--- config.mk ---
export PLATFORM = sky130hd
export DESIGN_NAME = dual_period_mode_trigger
export DESIGN_NICKNAME = d
export VERILOG_FILES = /design/src/design/dual_period_mode_pkg.sv /design/src/design/dual_period_mode_divider.sv /design/src/design/dual_period_mode_interval.sv /design/src/design/dual_period_mode_trigger.sv
export SDC_FILE = /design/constraint.sdc
export NUM_CORES = 2
export LEC_CHECK = 0
export BUFFER_PORTS_ARGS = -buffer_cell sky130_fd_sc_hd__buf_4
export CAP_MARGIN = 15
export CORE_ASPECT_RATIO = 0.9
export CORE_UTILIZATION = 40
export DETAILED_ROUTE_END_ITERATION = 7
export GPL_ROUTABILITY_DRIVEN = 0
export PLACE_DENSITY_LB_ADDON = 0.15
export SYNTH_ARGS = -nofsm -noshare
export SYNTH_HDL_FRONTEND = slang
export SYNTH_SLANG_ARGS = --single-unit
--- constraint.sdc ---
create_clock -name mclk -period 12.63 [get_ports mclk]
set_input_delay 1.263 -clock mclk [delete_from_list [all_inputs] [get_ports mclk]]
set_output_delay 1.263 -clock mclk [all_outputs]
set_load 0.03 [all_outputs]
--- src/design/dual_period_mode_pkg.sv ---
// Purpose: shared constants and carriers for the dual period trigger block
// Assumes: one 200 MHz clock, register port with one-cycle read latency
// Notes:   offsets are byte addresses, each register one 32-bit word
package dual_period_mode_pkg;
    // clock and rate figures
    localparam int unsigned CLK_HZ      = 200_000_000;
    localparam int unsigned MAX_RATE_HZ = 20_000;
    localparam int unsigned DW          = 32;

    // register offsets
    localparam logic [7:0] A_CTRL  = 8'h00;
    localparam logic [7:0] A_PRF   = 8'h04;
    localparam logic [7:0] A_PPS   = 8'h08;
    localparam logic [7:0] A_NSAMP = 8'h0c;
    localparam logic [7:0] A_STAT  = 8'h10;
    localparam logic [7:0] A_MASK  = 8'h14;
    localparam logic [7:0] A_RBACK = 8'h18;
    localparam logic [7:0] A_SHORT = 8'h1c;

    // reset values
    localparam logic [31:0] RST_PRF   = 32'h0000_03e8;
    localparam logic [31:0] RST_PPS   = 32'h0000_03e8;
    localparam logic [15:0] RST_NSAMP = 16'h0040;

    // sticky event bits
    localparam int EV_INVALID = 0;
    localparam int EV_RAY     = 1;
    localparam int EV_CLAMP   = 2;
    localparam int EV_W       = 3;

    // readback bits
    localparam int RB_INVALID = 0;
    localparam int RB_RUNNING = 1;

    typedef enum logic [1:0] {
        R_3_2,
        R_4_3,
        R_5_4
    } ratio_e;

    // control word, run in bit 0
    typedef struct packed {
        logic   tseries;
        ratio_e ratio;
        logic   unfold;
        logic   lag2;
        logic   dual;
        logic   run;
    } ctrl_s;
    localparam int CTRL_W = $bits(ctrl_s);

    // trigger side outputs
    typedef struct packed {
        logic ray_low;
        logic ray_end;
        logic use_pair;
        logic ts_first;
        logic lead;
        logic fire;
    } trig_s;

    // long over short period of the selected ratio
    function automatic logic [3:0] ratio_num(ratio_e r);
        case (r)
            R_4_3:   return 4'h4;
            R_5_4:   return 4'h5;
            default: return 4'h3;
        endcase
    endfunction

    function automatic logic [3:0] ratio_den(ratio_e r);
        case (r)
            R_4_3:   return 4'h3;
            R_5_4:   return 4'h4;
            default: return 4'h2;
        endcase
    endfunction
endpackage

--- src/design/dual_period_mode_divider.sv ---
// Purpose: sequential restoring divider, one quotient bit per clock
// Assumes: start is a one-cycle pulse; inputs held only on that cycle
// Notes:   division by zero yields all ones, which callers clamp away
`timescale 1ns/10ps
`default_nettype none
module dual_period_mode_divider (
    // clock and reset
    input  wire logic                    mclk,
    input  wire logic                    rst,
    // request
    input  wire logic                    start,
    input  wire logic [dual_period_mode_pkg::DW-1:0] num,
    input  wire logic [dual_period_mode_pkg::DW-1:0] den,
    // answer
    output logic      [dual_period_mode_pkg::DW-1:0] quo,
    output logic                         done
);
    typedef struct packed {
        logic                    busy;
        logic [5:0]              cnt;
        logic [dual_period_mode_pkg::DW:0]   rem;
        logic [dual_period_mode_pkg::DW-1:0] quo;
        logic [dual_period_mode_pkg::DW-1:0] den;
        logic                    done;
    } st_s;

    st_s q;
    st_s next_q;
    logic [dual_period_mode_pkg::DW:0] trial;

    // one shift-subtract step per cycle keeps the area tiny
    always_comb begin
        next_q = q;
        trial = {q.rem[dual_period_mode_pkg::DW-1:0], q.quo[dual_period_mode_pkg::DW-1]};
        next_q.done = 1'b0;
        if (rst) begin
            next_q = '0;
        end else if (start) begin
            next_q.busy = 1'b1;
            next_q.cnt  = 6'(dual_period_mode_pkg::DW);
            next_q.rem  = '0;
            next_q.quo  = num;
            next_q.den  = den;
        end else if (q.busy) begin
            if (trial >= {1'b0, q.den}) begin
                next_q.rem = trial - {1'b0, q.den};
                next_q.quo = {q.quo[dual_period_mode_pkg::DW-2:0], 1'b1};
            end else begin
                next_q.rem = trial;
                next_q.quo = {q.quo[dual_period_mode_pkg::DW-2:0], 1'b0};
            end
            next_q.cnt = q.cnt - 6'h01;
            if (q.cnt == 6'h01) begin
                next_q.busy = 1'b0;
                next_q.done = 1'b1;
            end
        end
    end

    always_ff @(posedge mclk) begin
        q <= next_q;
    end

    assign quo  = q.quo;
    assign done = q.done;
endmodule
`default_nettype wire

--- src/design/dual_period_mode_interval.sv ---
// Purpose: one-shot interval timer, fires len cycles after start
// Assumes: len of at least one; start wins over a fire in the same cycle
// Notes:   fire is combinational so the caller can retrigger without a gap
`timescale 1ns/10ps
`default_nettype none
module dual_period_mode_interval (
    // clock and reset
    input  wire logic                    mclk,
    input  wire logic                    rst,
    // control
    input  wire logic                    start,
    input  wire logic [dual_period_mode_pkg::DW-1:0] len,
    // expiry
    output logic                         fire
);
    typedef struct packed {
        logic                    busy;
        logic [dual_period_mode_pkg::DW-1:0] cnt;
    } st_s;

    st_s q;
    st_s next_q;

    assign fire = q.busy && (q.cnt == '0);

    // count down from len-1 so the fire lands exactly len cycles on
    always_comb begin
        next_q = q;
        if (rst) begin
            next_q = '0;
        end else if (start) begin
            next_q.busy = 1'b1;
            next_q.cnt  = (len == '0) ? '0 : len - 1'b1;
        end else if (fire) begin
            next_q.busy = 1'b0;
        end else if (q.busy) begin
            next_q.cnt = q.cnt - 1'b1;
        end
    end

    always_ff @(posedge mclk) begin
        q <= next_q;
    end
endmodule
`default_nettype wire

--- src/design/dual_period_mode_trigger.sv ---
// Purpose: dual period trigger pattern generator with config checking
// Assumes: register port on mclk, read data valid the cycle after rd
// Notes:   periods are worked out by dividers after each rate write
//
// Overview of operation
// - in dual period mode short and long trigger periods alternate
// - time series marks the first pulse of each short pair as first
// - in dual mode only short pairs are flagged usable; long pair data are dropped
// - short period is the reciprocal of requested rate, up to 20 kHz
// - long period comes from the max pulse rate setting, not the host
// - uniform modes treat the bound as a plain maximum pulse rate
// - lag-two moments requested in dual mode flag invalid config
// - odd sample size in dual mode also flags invalid config
// - unfolding varies short period per ray by ratio, duty held
//
// Strobed register access and the register addresses were decided locally.
`timescale 1ns/10ps
`default_nettype none
module dual_period_mode_trigger (
    // clock and reset
    input  wire logic                    mclk,
    input  wire logic                    rst,
    // register port
    input  wire logic [7:0]              addr,
    input  wire logic [31:0]             wdata,
    input  wire logic                    wr,
    input  wire logic                    rd,
    output logic      [31:0]             rdata,
    // trigger side
    output dual_period_mode_pkg::trig_s              trig,
    output logic                         irq
);
    typedef enum {
        P_IDLE,
        P_SHORT,
        P_LONG,
        P_UNI
    } phase_e;

    typedef struct packed {
        dual_period_mode_pkg::ctrl_s         ctrl;
        logic [31:0]             prf;
        logic [31:0]             pps;
        logic [15:0]             nsamp;
        logic [dual_period_mode_pkg::EV_W-1:0] status;
        logic [dual_period_mode_pkg::EV_W-1:0] mask;
        logic [31:0]             rdata;
        logic                    irq;
        phase_e                  ph;
        logic [31:0]             len;
        logic [31:0]             cyc;
        logic [15:0]             pcnt;
        logic                    ray_low;
        dual_period_mode_pkg::trig_s         trig;
        logic                    div_go;
        logic                    ok;
        logic [2:0]              got;
        logic [31:0]             hi;
        logic [31:0]             lo;
        logic [31:0]             mx;
        logic                    invalid;
    } st_s;

    st_s q;
    st_s next_q;

    // combinational helpers
    logic [31:0] prf_eff;
    logic [31:0] short_cur;
    logic [31:0] pair;
    logic [31:0] long_len;
    logic [31:0] uni_len;
    logic [31:0] tlen;
    logic        tstart;
    logic        tfire;
    logic [31:0] hq;
    logic [31:0] lq;
    logic [31:0] mq;
    logic        hd;
    logic        ld;
    logic        md;
    logic [dual_period_mode_pkg::EV_W-1:0] ev;
    logic [dual_period_mode_pkg::EV_W-1:0] w1c;

    // rate ceiling
    // requests above the short-only ceiling are held at it; zero is lifted to one
    always_comb begin
        prf_eff = q.prf;
        if (q.prf > dual_period_mode_pkg::MAX_RATE_HZ) begin
            prf_eff = dual_period_mode_pkg::MAX_RATE_HZ;
        end else if (q.prf == '0) begin
            prf_eff = 32'h0000_0001;
        end
    end

    dual_period_mode_divider u_div_hi (
        .mclk  (mclk),
        .rst   (rst),
        .start (q.div_go),
        .num   (dual_period_mode_pkg::CLK_HZ),
        .den   (prf_eff),
        .quo   (hq),
        .done  (hd)
    );

    // stretched short period for low-rate rays
    // low rays run slower than the requested rate so the 20 kHz ceiling still holds
    dual_period_mode_divider u_div_lo (
        .mclk  (mclk),
        .rst   (rst),
        .start (q.div_go),
        .num   (32'(dual_period_mode_pkg::CLK_HZ * dual_period_mode_pkg::ratio_num(q.ctrl.ratio))),
        .den   (32'(prf_eff * dual_period_mode_pkg::ratio_den(q.ctrl.ratio))),
        .quo   (lq),
        .done  (ld)
    );

    // period of the maximum pulse rate setting
    dual_period_mode_divider u_div_mx (
        .mclk  (mclk),
        .rst   (rst),
        .start (q.div_go),
        .num   (dual_period_mode_pkg::CLK_HZ),
        .den   ((q.pps == '0) ? 32'h0000_0001 : q.pps),
        .quo   (mq),
        .done  (md)
    );

    dual_period_mode_interval u_tmr (
        .mclk  (mclk),
        .rst   (rst),
        .start (tstart),
        .len   (tlen),
        .fire  (tfire)
    );

    // long period sum
    // the pair spans two max-rate periods only while that exceeds twice short, so duty holds as short varies; otherwise long equals short
    always_comb begin
        short_cur = (q.ray_low && q.ctrl.unfold) ? q.lo : q.hi;
        pair      = {q.mx[30:0], 1'b0};
        long_len  = (pair > {short_cur[30:0], 1'b0}) ? pair - short_cur : short_cur;
        uni_len   = (q.hi > q.mx) ? q.hi : q.mx;
    end

    // registers, sequencing and status in one next-state process
    always_comb begin
        next_q = q;
        tstart = 1'b0;
        tlen   = short_cur;
        ev     = '0;
        w1c    = '0;
        next_q.trig   = '0;
        next_q.trig.ray_low = q.ray_low;
        next_q.div_go = 1'b0;
        next_q.rdata  = '0;
        // register writes; rate or mode changes restart the period maths
        if (wr) begin
            if (addr == dual_period_mode_pkg::A_CTRL) begin
                next_q.ctrl   = dual_period_mode_pkg::ctrl_s'(wdata[dual_period_mode_pkg::CTRL_W-1:0]);
                next_q.div_go = 1'b1;
                next_q.ph     = P_IDLE;
                // a new run starts a new ray, so ray ends stay on pair boundaries
                next_q.pcnt   = '0;
            end else if (addr == dual_period_mode_pkg::A_PRF) begin
                next_q.prf    = wdata;
                next_q.div_go = 1'b1;
                ev[dual_period_mode_pkg::EV_CLAMP] = (wdata > dual_period_mode_pkg::MAX_RATE_HZ);
            end else if (addr == dual_period_mode_pkg::A_PPS) begin
                next_q.pps    = wdata;
                next_q.div_go = 1'b1;
            end else if (addr == dual_period_mode_pkg::A_NSAMP) begin
                next_q.nsamp  = wdata[15:0];
            end else if (addr == dual_period_mode_pkg::A_STAT) begin
                w1c = wdata[dual_period_mode_pkg::EV_W-1:0];
            end else if (addr == dual_period_mode_pkg::A_MASK) begin
                next_q.mask   = wdata[dual_period_mode_pkg::EV_W-1:0];
            end
        end
        // collect divider answers; a start from idle waits until all three are in
        if (q.div_go) begin
            next_q.ok  = 1'b0;
            next_q.got = '0;
        end else begin
            if (hd) begin
                next_q.hi = hq;
            end
            if (ld) begin
                next_q.lo = lq;
            end
            if (md) begin
                next_q.mx = mq;
            end
            next_q.got = q.got | {md, ld, hd};
            next_q.ok  = &next_q.got;
        end
        next_q.invalid = q.ctrl.dual && (q.ctrl.lag2 || q.nsamp[0]);
        ev[dual_period_mode_pkg::EV_INVALID] = next_q.invalid && !q.invalid;
        // trigger sequencing
        case (q.ph)
            P_IDLE: begin
                if (q.ctrl.run && q.ok && !q.div_go) begin
                    tstart = 1'b1;
                    next_q.trig.fire = 1'b1;
                    if (q.ctrl.dual) begin
                        next_q.trig.lead     = 1'b1;
                        next_q.trig.ts_first = q.ctrl.tseries;
                        next_q.ph = P_SHORT;
                    end else begin
                        tlen = uni_len;
                        next_q.trig.use_pair = 1'b1;
                        next_q.ph = P_UNI;
                    end
                end
            end
            P_SHORT: begin
                if (tfire) begin
                    tstart = 1'b1;
                    tlen   = long_len;
                    next_q.trig.fire     = 1'b1;
                    next_q.trig.use_pair = 1'b1;
                    next_q.ph = P_LONG;
                end
            end
            P_LONG: begin
                if (tfire) begin
                    next_q.ph = P_IDLE;
                    if (q.ctrl.run) begin
                        tstart = 1'b1;
                        next_q.trig.fire     = 1'b1;
                        next_q.trig.lead     = 1'b1;
                        next_q.trig.ts_first = q.ctrl.tseries;
                        next_q.ph = P_SHORT;
                    end
                end
            end
            P_UNI: begin
                if (tfire) begin
                    next_q.ph = P_IDLE;
                    if (q.ctrl.run) begin
                        tstart = 1'b1;
                        tlen   = uni_len;
                        next_q.trig.fire     = 1'b1;
                        next_q.trig.use_pair = 1'b1;
                        next_q.ph = P_UNI;
                    end
                end
            end
            default: begin
                next_q.ph = P_IDLE;
            end
        endcase
        // ray bookkeeping; an even sample size ends rays after a long-pulse trigger
        if (next_q.trig.fire) begin
            next_q.cyc = 32'h0000_0001;
            if (q.pcnt + 16'h0001 >= q.nsamp) begin
                next_q.pcnt = '0;
                next_q.trig.ray_end = 1'b1;
                ev[dual_period_mode_pkg::EV_RAY] = 1'b1;
                next_q.ray_low = q.ray_low ^ (q.ctrl.unfold && q.ctrl.dual);
            end else begin
                next_q.pcnt = q.pcnt + 16'h0001;
            end
        end else begin
            next_q.cyc = q.cyc + 32'h0000_0001;
        end
        if (tstart) begin
            next_q.len = tlen;
        end
        // set beats clear for events landing on a clearing write
        next_q.status = (q.status & ~w1c) | ev;
        next_q.irq = |(next_q.status & next_q.mask);
        // read data stand only in the cycle after the strobe
        if (rd) begin
            if (addr == dual_period_mode_pkg::A_CTRL) begin
                next_q.rdata = 32'(q.ctrl);
            end else if (addr == dual_period_mode_pkg::A_PRF) begin
                next_q.rdata = q.prf;
            end else if (addr == dual_period_mode_pkg::A_PPS) begin
                next_q.rdata = q.pps;
            end else if (addr == dual_period_mode_pkg::A_NSAMP) begin
                next_q.rdata = 32'(q.nsamp);
            end else if (addr == dual_period_mode_pkg::A_STAT) begin
                next_q.rdata = 32'(q.status);
            end else if (addr == dual_period_mode_pkg::A_MASK) begin
                next_q.rdata = 32'(q.mask);
            end else if (addr == dual_period_mode_pkg::A_RBACK) begin
                next_q.rdata[dual_period_mode_pkg::RB_INVALID] = q.invalid;
                next_q.rdata[dual_period_mode_pkg::RB_RUNNING] = (q.ph != P_IDLE);
            end else if (addr == dual_period_mode_pkg::A_SHORT) begin
                next_q.rdata = short_cur;
            end
        end
        if (rst) begin
            next_q = '0;
            next_q.prf    = dual_period_mode_pkg::RST_PRF;
            next_q.pps    = dual_period_mode_pkg::RST_PPS;
            next_q.nsamp  = dual_period_mode_pkg::RST_NSAMP;
            next_q.div_go = 1'b1;
            next_q.ph     = P_IDLE;
        end
    end

    always_ff @(posedge mclk) begin
        q <= next_q;
    end

    // outputs straight from the state flops
    assign rdata = q.rdata;
    assign trig  = q.trig;
    assign irq   = q.irq;
endmodule
`default_nettype wire

# --- After elaboration in Yosys (flattened, before gate mapping) ---
# Cells that the tools add are included.
classes:
  addsub: 10
  mul: 2
  n_mux: 93
  bitwise_logic: 14
  eq_ne: 16
  magnitude_cmp: 8
  reduce_logical: 43
op_table:
  columns: ["op", "n"]
  rows:
  - ["2-to-1 mux 32 bit", 26]
  - ["2-to-1 mux 72 bit", 6]
  - ["2-to-1 mux 65 bit", 3]
  - ["zero test 32 bit", 5]
  - ["case mux 32 bit (4 select lines)", 1]
  - [">= comparator 33 x 32 -> 1 bit", 3]
  - ["subtractor 33 x 32 -> 33 bit", 3]
  - ["case mux 32 bit (3 select lines)", 1]
  - ["== test 32 x 2 -> 1 bit, second input constant", 2]
  - ["> comparator 32 x 15 -> 1 bit, second input constant", 2]
  - ["> comparator 32 bit", 2]
  - ["subtractor 32 x 1 -> 32 bit, second input constant", 2]
  - ["2-to-1 mux 16 bit", 3]
  - ["2-to-1 mux 3 bit", 15]
  - ["2-to-1 mux 33 bit", 1]
  - ["== test 32 x 1 -> 1 bit, second input constant", 1]
  - ["== test 8 x 5 -> 1 bit, second input constant", 4]
  - ["multiplier 32 x 4 -> 32 bit", 1]
  - ["nonzero test 32 bit", 1]
  - ["subtractor 32 bit", 1]
  - ["2-to-1 mux 30 bit", 1]
  - ["multiplier 19 x 4 -> 23 bit, first input constant", 1]
  - ["2-to-1 mux 1 bit", 23]
  - ["== test 6 x 1 -> 1 bit, second input constant", 3]
  - ["other kinds (32)", 75]
totals:
  ff_bits: 631
  in_bits: 44
  out_inout_bits: 39

# --- Logic depth before layout (Yosys ltp) ---
depth:
  ltp_word: 12
  mapped_depth: 28
  depth_no_buf: 24

# --- Cells and area by module ---
# Synthesis repeated with hierarchy kept, for this count alone.
hier_totals:
  hier_cells: 5085
  area_unflattened_um2: 40174.8
modules_own_cells:
  columns: ["module", "seq_area_each_um2", "n_inst", "cells_per_inst", "area_each_um2"]
  rows:
  - ["dual_period_mode_trigger", 5665.4, 1, 2412, 18506.5]
  - ["dual_period_mode_divider at u_div_hi ...", 2082.0, 2, 778, 6351.1]
  - ["dual_period_mode_divider at u_div_lo", 2082.0, 1, 785, 6424.9]
  - ["dual_period_mode_interval", 660.6, 1, 332, 2541.2]

# --- Worst setup path before layout ---
# No wires, ideal clock.
synth_timing:
  kind: "reg-to-reg"
  startpoint: "register q[343] (netlist bit)"
  endpoint: "register u_tmr.q[29] (netlist bit)"
  n_path_buf: 5
  stages_incl_launch_ff: 22
  arrival_time_ns: 6.071
  setup_slack_ns: 6.479
  path_cell_list: "dfxtp_1 -> buf_6 -> nand2_1 -> buf_2 -> buf_1 -> buf_1 -> mux2i_1 -> ha_1 -> nand4_1 -> nor4_1 -> o221ai_1 -> or4_1 -> o21ai_2 -> nand2b_1 -> o221ai_1 -> or4_4 -> or4b_4 -> or2_4 -> buf_6 -> o31a_1 -> or3_1 -> a211oi_2"
synth_between:
  elab_chain_len: 9
  word_cells_on_any_way: 15
synth_rtl:
  columns: ["element", "line_no", "source"]
  rows:
  - ["from (decl)", "dual_period_mode_trigger.sv:64", "st_s q;"]
  - ["from (signal assigned)", "dual_period_mode_trigger.sv:305", "q <= next_q;"]
  - ["logical AND 1 bit *", "dual_period_mode_trigger.sv:140", "short_cur = (q.ray_low && q.ctrl.unfold) ? q.lo : q.hi;"]
  - ["2-to-1 mux 32 bit *", "dual_period_mode_trigger.sv:140", null]
  - ["subtractor 32 bit or > comparator 32 bit (tied branches)", "dual_period_mode_trigger.sv:142", "long_len = (pair > {short_cur[30:0], 1'b0}) ? pair - short_cur : short_cur;"]
  - ["2-to-1 mux 32 bit", "dual_period_mode_trigger.sv:142", null]
  - ["2-to-1 mux 32 bit", "dual_period_mode_trigger.sv:217", "if (tfire) begin"]
  - ["case mux 32 bit (3 select lines) *", "dual_period_mode_trigger.sv:200", "case (q.ph)"]
  - ["subtractor 32 x 1 -> 32 bit or zero test 32 bit (tied branches)", "dual_period_mode_interval.sv:33", "next_q.cnt = (len == '0) ? '0 : len - 1'b1;"]
  - ["2-to-1 mux 32 bit *", "dual_period_mode_interval.sv:33", null]
  - ["2-to-1 mux 33 bit *", "dual_period_mode_interval.sv:31", "end else if (start) begin"]
  - ["to (signal assigned)", "dual_period_mode_interval.sv:42", "q <= next_q;"]
  - ["to (decl)", "dual_period_mode_interval.sv:21", "st_s q;"]
# Every way passes the cells marked *; elsewhere a longest branch is shown, timed or not.
# A chain may end at the register's enable or synchronous reset.

# --- Final worst setup path ---
layout_timing:
  startpoint: "register q[343] (netlist bit)"
  endpoint: "register u_tmr.q[9] (netlist bit)"
# Same word-level chain as after synthesis.

==> impl.org <==
** Clocking
- Number of buffers added for setup after CTS :: 0
- Maximum root-to-sink buffer count :: 3
- For this design, the sink count on the clock tree is 628.
- Clock input transition at the sequential cells of the worst setup and hold paths :: 70 ps
- Buffer cell driving the clock tree root :: sky130_fd_sc_hd__clkbuf_16
- TritonCTS built the clock tree.
- At the later pin of the worst-skew pair, clock insertion delay measures 660 ps.
- The number of clock buffers added by TritonCTS is 74.
- H-tree lvl count :: 3
- Once the clock tree was built, the resizer swapped 0 gates to a different size.
- For this design, the CTS-stage hold fixing added 0 buffers.

** STA
- Summed over all failing endpoints, the final setup total negative slack is 0 ps.
- Setup repair after global routing left no endpoint under its margin.
- The worst path in the final design needs a cycle of 7710 ps, including I/O delays and setup.
- Headroom to the max-slew limit came out at 26.1%.
- The hold violation total from the final report came to 0.
- On the final layout, the worst clock skew is 47.1 ps.
- The final max-slew violation count came to 0.
- Slew at the pin closest to its max-slew limit :: 1110 ps
- Setup-violating endpoint count in the final report :: 0
- For this run, the top clock speed supported by timing is 0.130 GHz.
- Final worst path period share :: 61.0%

** Critical path
- Crit path required time :: 13,160 ps
- The slowest stage of the critical path is the sky130_fd_sc_hd__dfxtp_1 cell.
- Critical Setup Path Class :: reg -> reg
- STA classifies the critical path startpoint as a flip-flop.
- Capturing element type of the critical path :: flip-flop
- Crit-path cells :: nand2_1 > buf_4 > mux2i_1 > ha_1 > nand4_1 > nor4_1 > o221ai_1 > or4_1 > o21ai_2 > a31oi_1 > buf_4 > o2111ai_1 > o221ai_1 > nor3_1 > and3b_1 > nand2_1 > o41ai_2 > a22oi_1 > and2_1
- Critical path's largest stage delay :: 1060 ps
- Data arrival time of the worst path :: 8240 ps
- Along the worst path, the maximum fanout reaches 28.

** Routing
- Vias/cell :: 5.58
- DRC errors left :: 0
- Summed over all layers, the routed wires come to 120,000 um.
- Detail Route Antenna Nets :: 0
- The detailed router finished its first iteration with 2,975 violations.
- For this run, the detailed router's first-pass iteration total came to 6.
- Dividing the detail-routed wire length by the instance count gives 19.7 um.
- For this block, the via count after detailed routing is 34,100.

** Global routing
- The number of antenna violations at the first check in global routing was 3.
- Entering global routing, the biggest net connects 131 pins.
- After global routing the overflow that remains totals 0.
- Global-route track usage on met3 :: 4.21%
- Global routing used 35.4% of the available met1 tracks.
- Global routing used 24.4% of the available tracks.
- Met2 track demand over resource in global routing :: 37.1%
- After global routing, the most crowded layer is met2.
- Vias in the first global route :: 31,300
- Global-route wire length before repair :: 187,000 um

** Power
- The worst-case IR drop observed on VDD is 88.2 uV.
- PnR Total Power :: 5.21 mW
- Leakage power of the design :: 17.3 nW
- Power per standard cell area :: 123 mW/mm^2

** Finish
- Final antenna diode count :: 0
- Relative to the synthesized area, the layout overhead comes to 10.7%.
- Cells with a size suffix above 1 make up 7.61% of the layout.
- The net count of the finished layout is 5,113.
- The library cell used most frequently in the layout, excluding fill and tap cells, is sky130_fd_sc_hd__nand2_1.
- Cells fill 44.7% of the core in the end.
- The finished layout holds 6,113 standard cells, fillers aside.
- Leaving out fill and tap cells, the most frequent cells in the layout are 659 x sky130_fd_sc_hd__nand2_1, 624 x sky130_fd_sc_hd__dfxtp_1, 501 x sky130_fd_sc_hd__nor2_1, 456 x sky130_fd_sc_hd__a21oi_1, 278 x sky130_fd_sc_hd__inv_1.

** Synth
- Main flop type after synthesis :: sky130_fd_sc_hd__dfxtp_1
- For this run, the register share of the synthesized area comes to 33.0%.
- Cell variety after synth :: 104
- Yosys top cell area share :: 33.0%
- Number of enable-type register cells in the synthesized netlist :: 0
- For this run, the number of Yosys warnings is 0.
- Average footprint of a synthesized cell :: 7.92 um^2
- Of all cell types, the one taking the most synthesized area is sky130_fd_sc_hd__dfxtp_1.
- Gate Count Post-Synth :: 4,815
- The synthesized design contains 628 register bits.
- The cell area that synthesis handed to floorplanning was 0.0381 mm^2.
- Sorting the synthesized cells by area gives the leading types as sky130_fd_sc_hd__dfxtp_1 33%, sky130_fd_sc_hd__ha_1 7.6%, sky130_fd_sc_hd__nand2_1 6.5%.
- Async set or reset register ratio after synthesis :: 0%

** Place
- Number of placed instances with taps included :: 5,979
- Port buffering added 82 buffers.
- Hpwl dp :: 89,300 um

** Floorplanning
- The floorplan has 107 rows.
- The floorplan step defined a die boundary enclosing 0.0966 mm^2.
- Top-Level Pins :: 83
- For this configuration, the core starts out at a cell density of 40.3%.
- The die is 327 um wide.
- The core region is 0.0945 mm^2.
- The die is 295 um tall.

** Outcome
- The flow ran to the end, and the final reports show no timing, DRC or antenna violations.

** Min path
- In this run the worst hold path is classified as reg -> reg.

** Run
- The tool flagged a number of max-cap violations equal to 0.
==> worst max-delay path, delay by kind of cell, from the launching register on <==
family	cells	cell delay, ps
compound gates	7	2280
buf+inv	2	620
flops	1	1060
mux	1	500
simple gates	8	2860
fa+ha+maj	1	220
==> power breakdown <==
group	switching (mW)	total, mW	internal (mW)
clock network	0.913	2.21	1.30
logic	0.526	0.920	0.394
registers	0.0461	2.08	2.04
total	1.48	5.21	3.73
==> final cells by class <==
class | instances | area, um^2
Fill cell | 9581 | 52300
Multi-Input combinational cell | 3694 | 23600
Sequential cell | 628 | 12600
Clock buffer | 98 | 2090
Tap cell | 1253 | 1570
Inverter | 279 | 1050
Timing Repair Buffer | 126 | 966
Clock inverter | 35 | 393
==> Yosys cell counts (all sizes together) (15+ instances only) <==
library cell,n
inv,278
xnor2,110
o21a,29
a21boi,15
or3,28
nor4,46
a31oi,43
nor3,85
o211ai,34
nand3,74
dfxtp,628
fa,33
mux2,28
nor2,504
o21bai,18
or2,35
nand2,659
nor2b,50
ha,233
and3,38
o31ai,16
nand4,38
a21oi,456
a221oi,22
a211oi,110
or4,16
a21o,82
buf,85
nand2b,53
mux2i,201
and2,50
clkbuf,202
a211o,16
xor2,81
nand3b,20
a22oi,28
o21ai,187
==> kinds of logic after synthesis <==
logic type	count (synthesis)	synth area share, %
adders and majority gates	277	9.67
other	2	0.0197
and+or+nand+nor	1730	20.8
buffers and inverters	566	6.13
DFF	628	33.0
xor gates and xnor gates	191	4.39
muxes	229	6.10
AOI/OAI and AO/OA	1192	19.9
==> worst paths after layout <==
check	slack (ps)	to	startpoint	depth (start not counted)
hold / removal	430	q[39]	u_div_lo.quo[6]	2
setup reg to reg	4920	u_tmr.q[9]	q[343]	19
hold reg to reg	430	q[39]	u_div_lo.quo[6]	2
setup / recovery	4920	u_tmr.q[9]	q[343]	19
==> metrics by stage <==
step	area, um^2	hold slack, ps	setup slack [ps]
after global placement	39700	437	5560
after global routing	42200	464	4680
after floorplan	38400	421	6480
final	42200	429	4920
after detailed placement	39700	436	5400
after CTS	42200	434	5350
==> registers in the layout, summed over array words and instances (netlist names), 6 cells and up <==
signal,count
u_div_mx.q,71
u_div_lo.q,71
pair,31
u_tmr.q,33
trig,6
u_div_mx.quo,32
rdata,32
u_div_lo.quo,32
u_div_hi.quo,32
u_div_hi.q,71
q,213
==> per-layer routing <==
metal  part of all wire [%]  wire length, um  vias to the layer above
met2                     43            51200                     1077
met3                    7.3             8760                      170
li1                       -                -                    16700
met4                    2.3             2770                        4
met1                     48            57600                    16100
met5                  0.019               23                        -
Note: power is estimated with default switching activity, not from simulation.
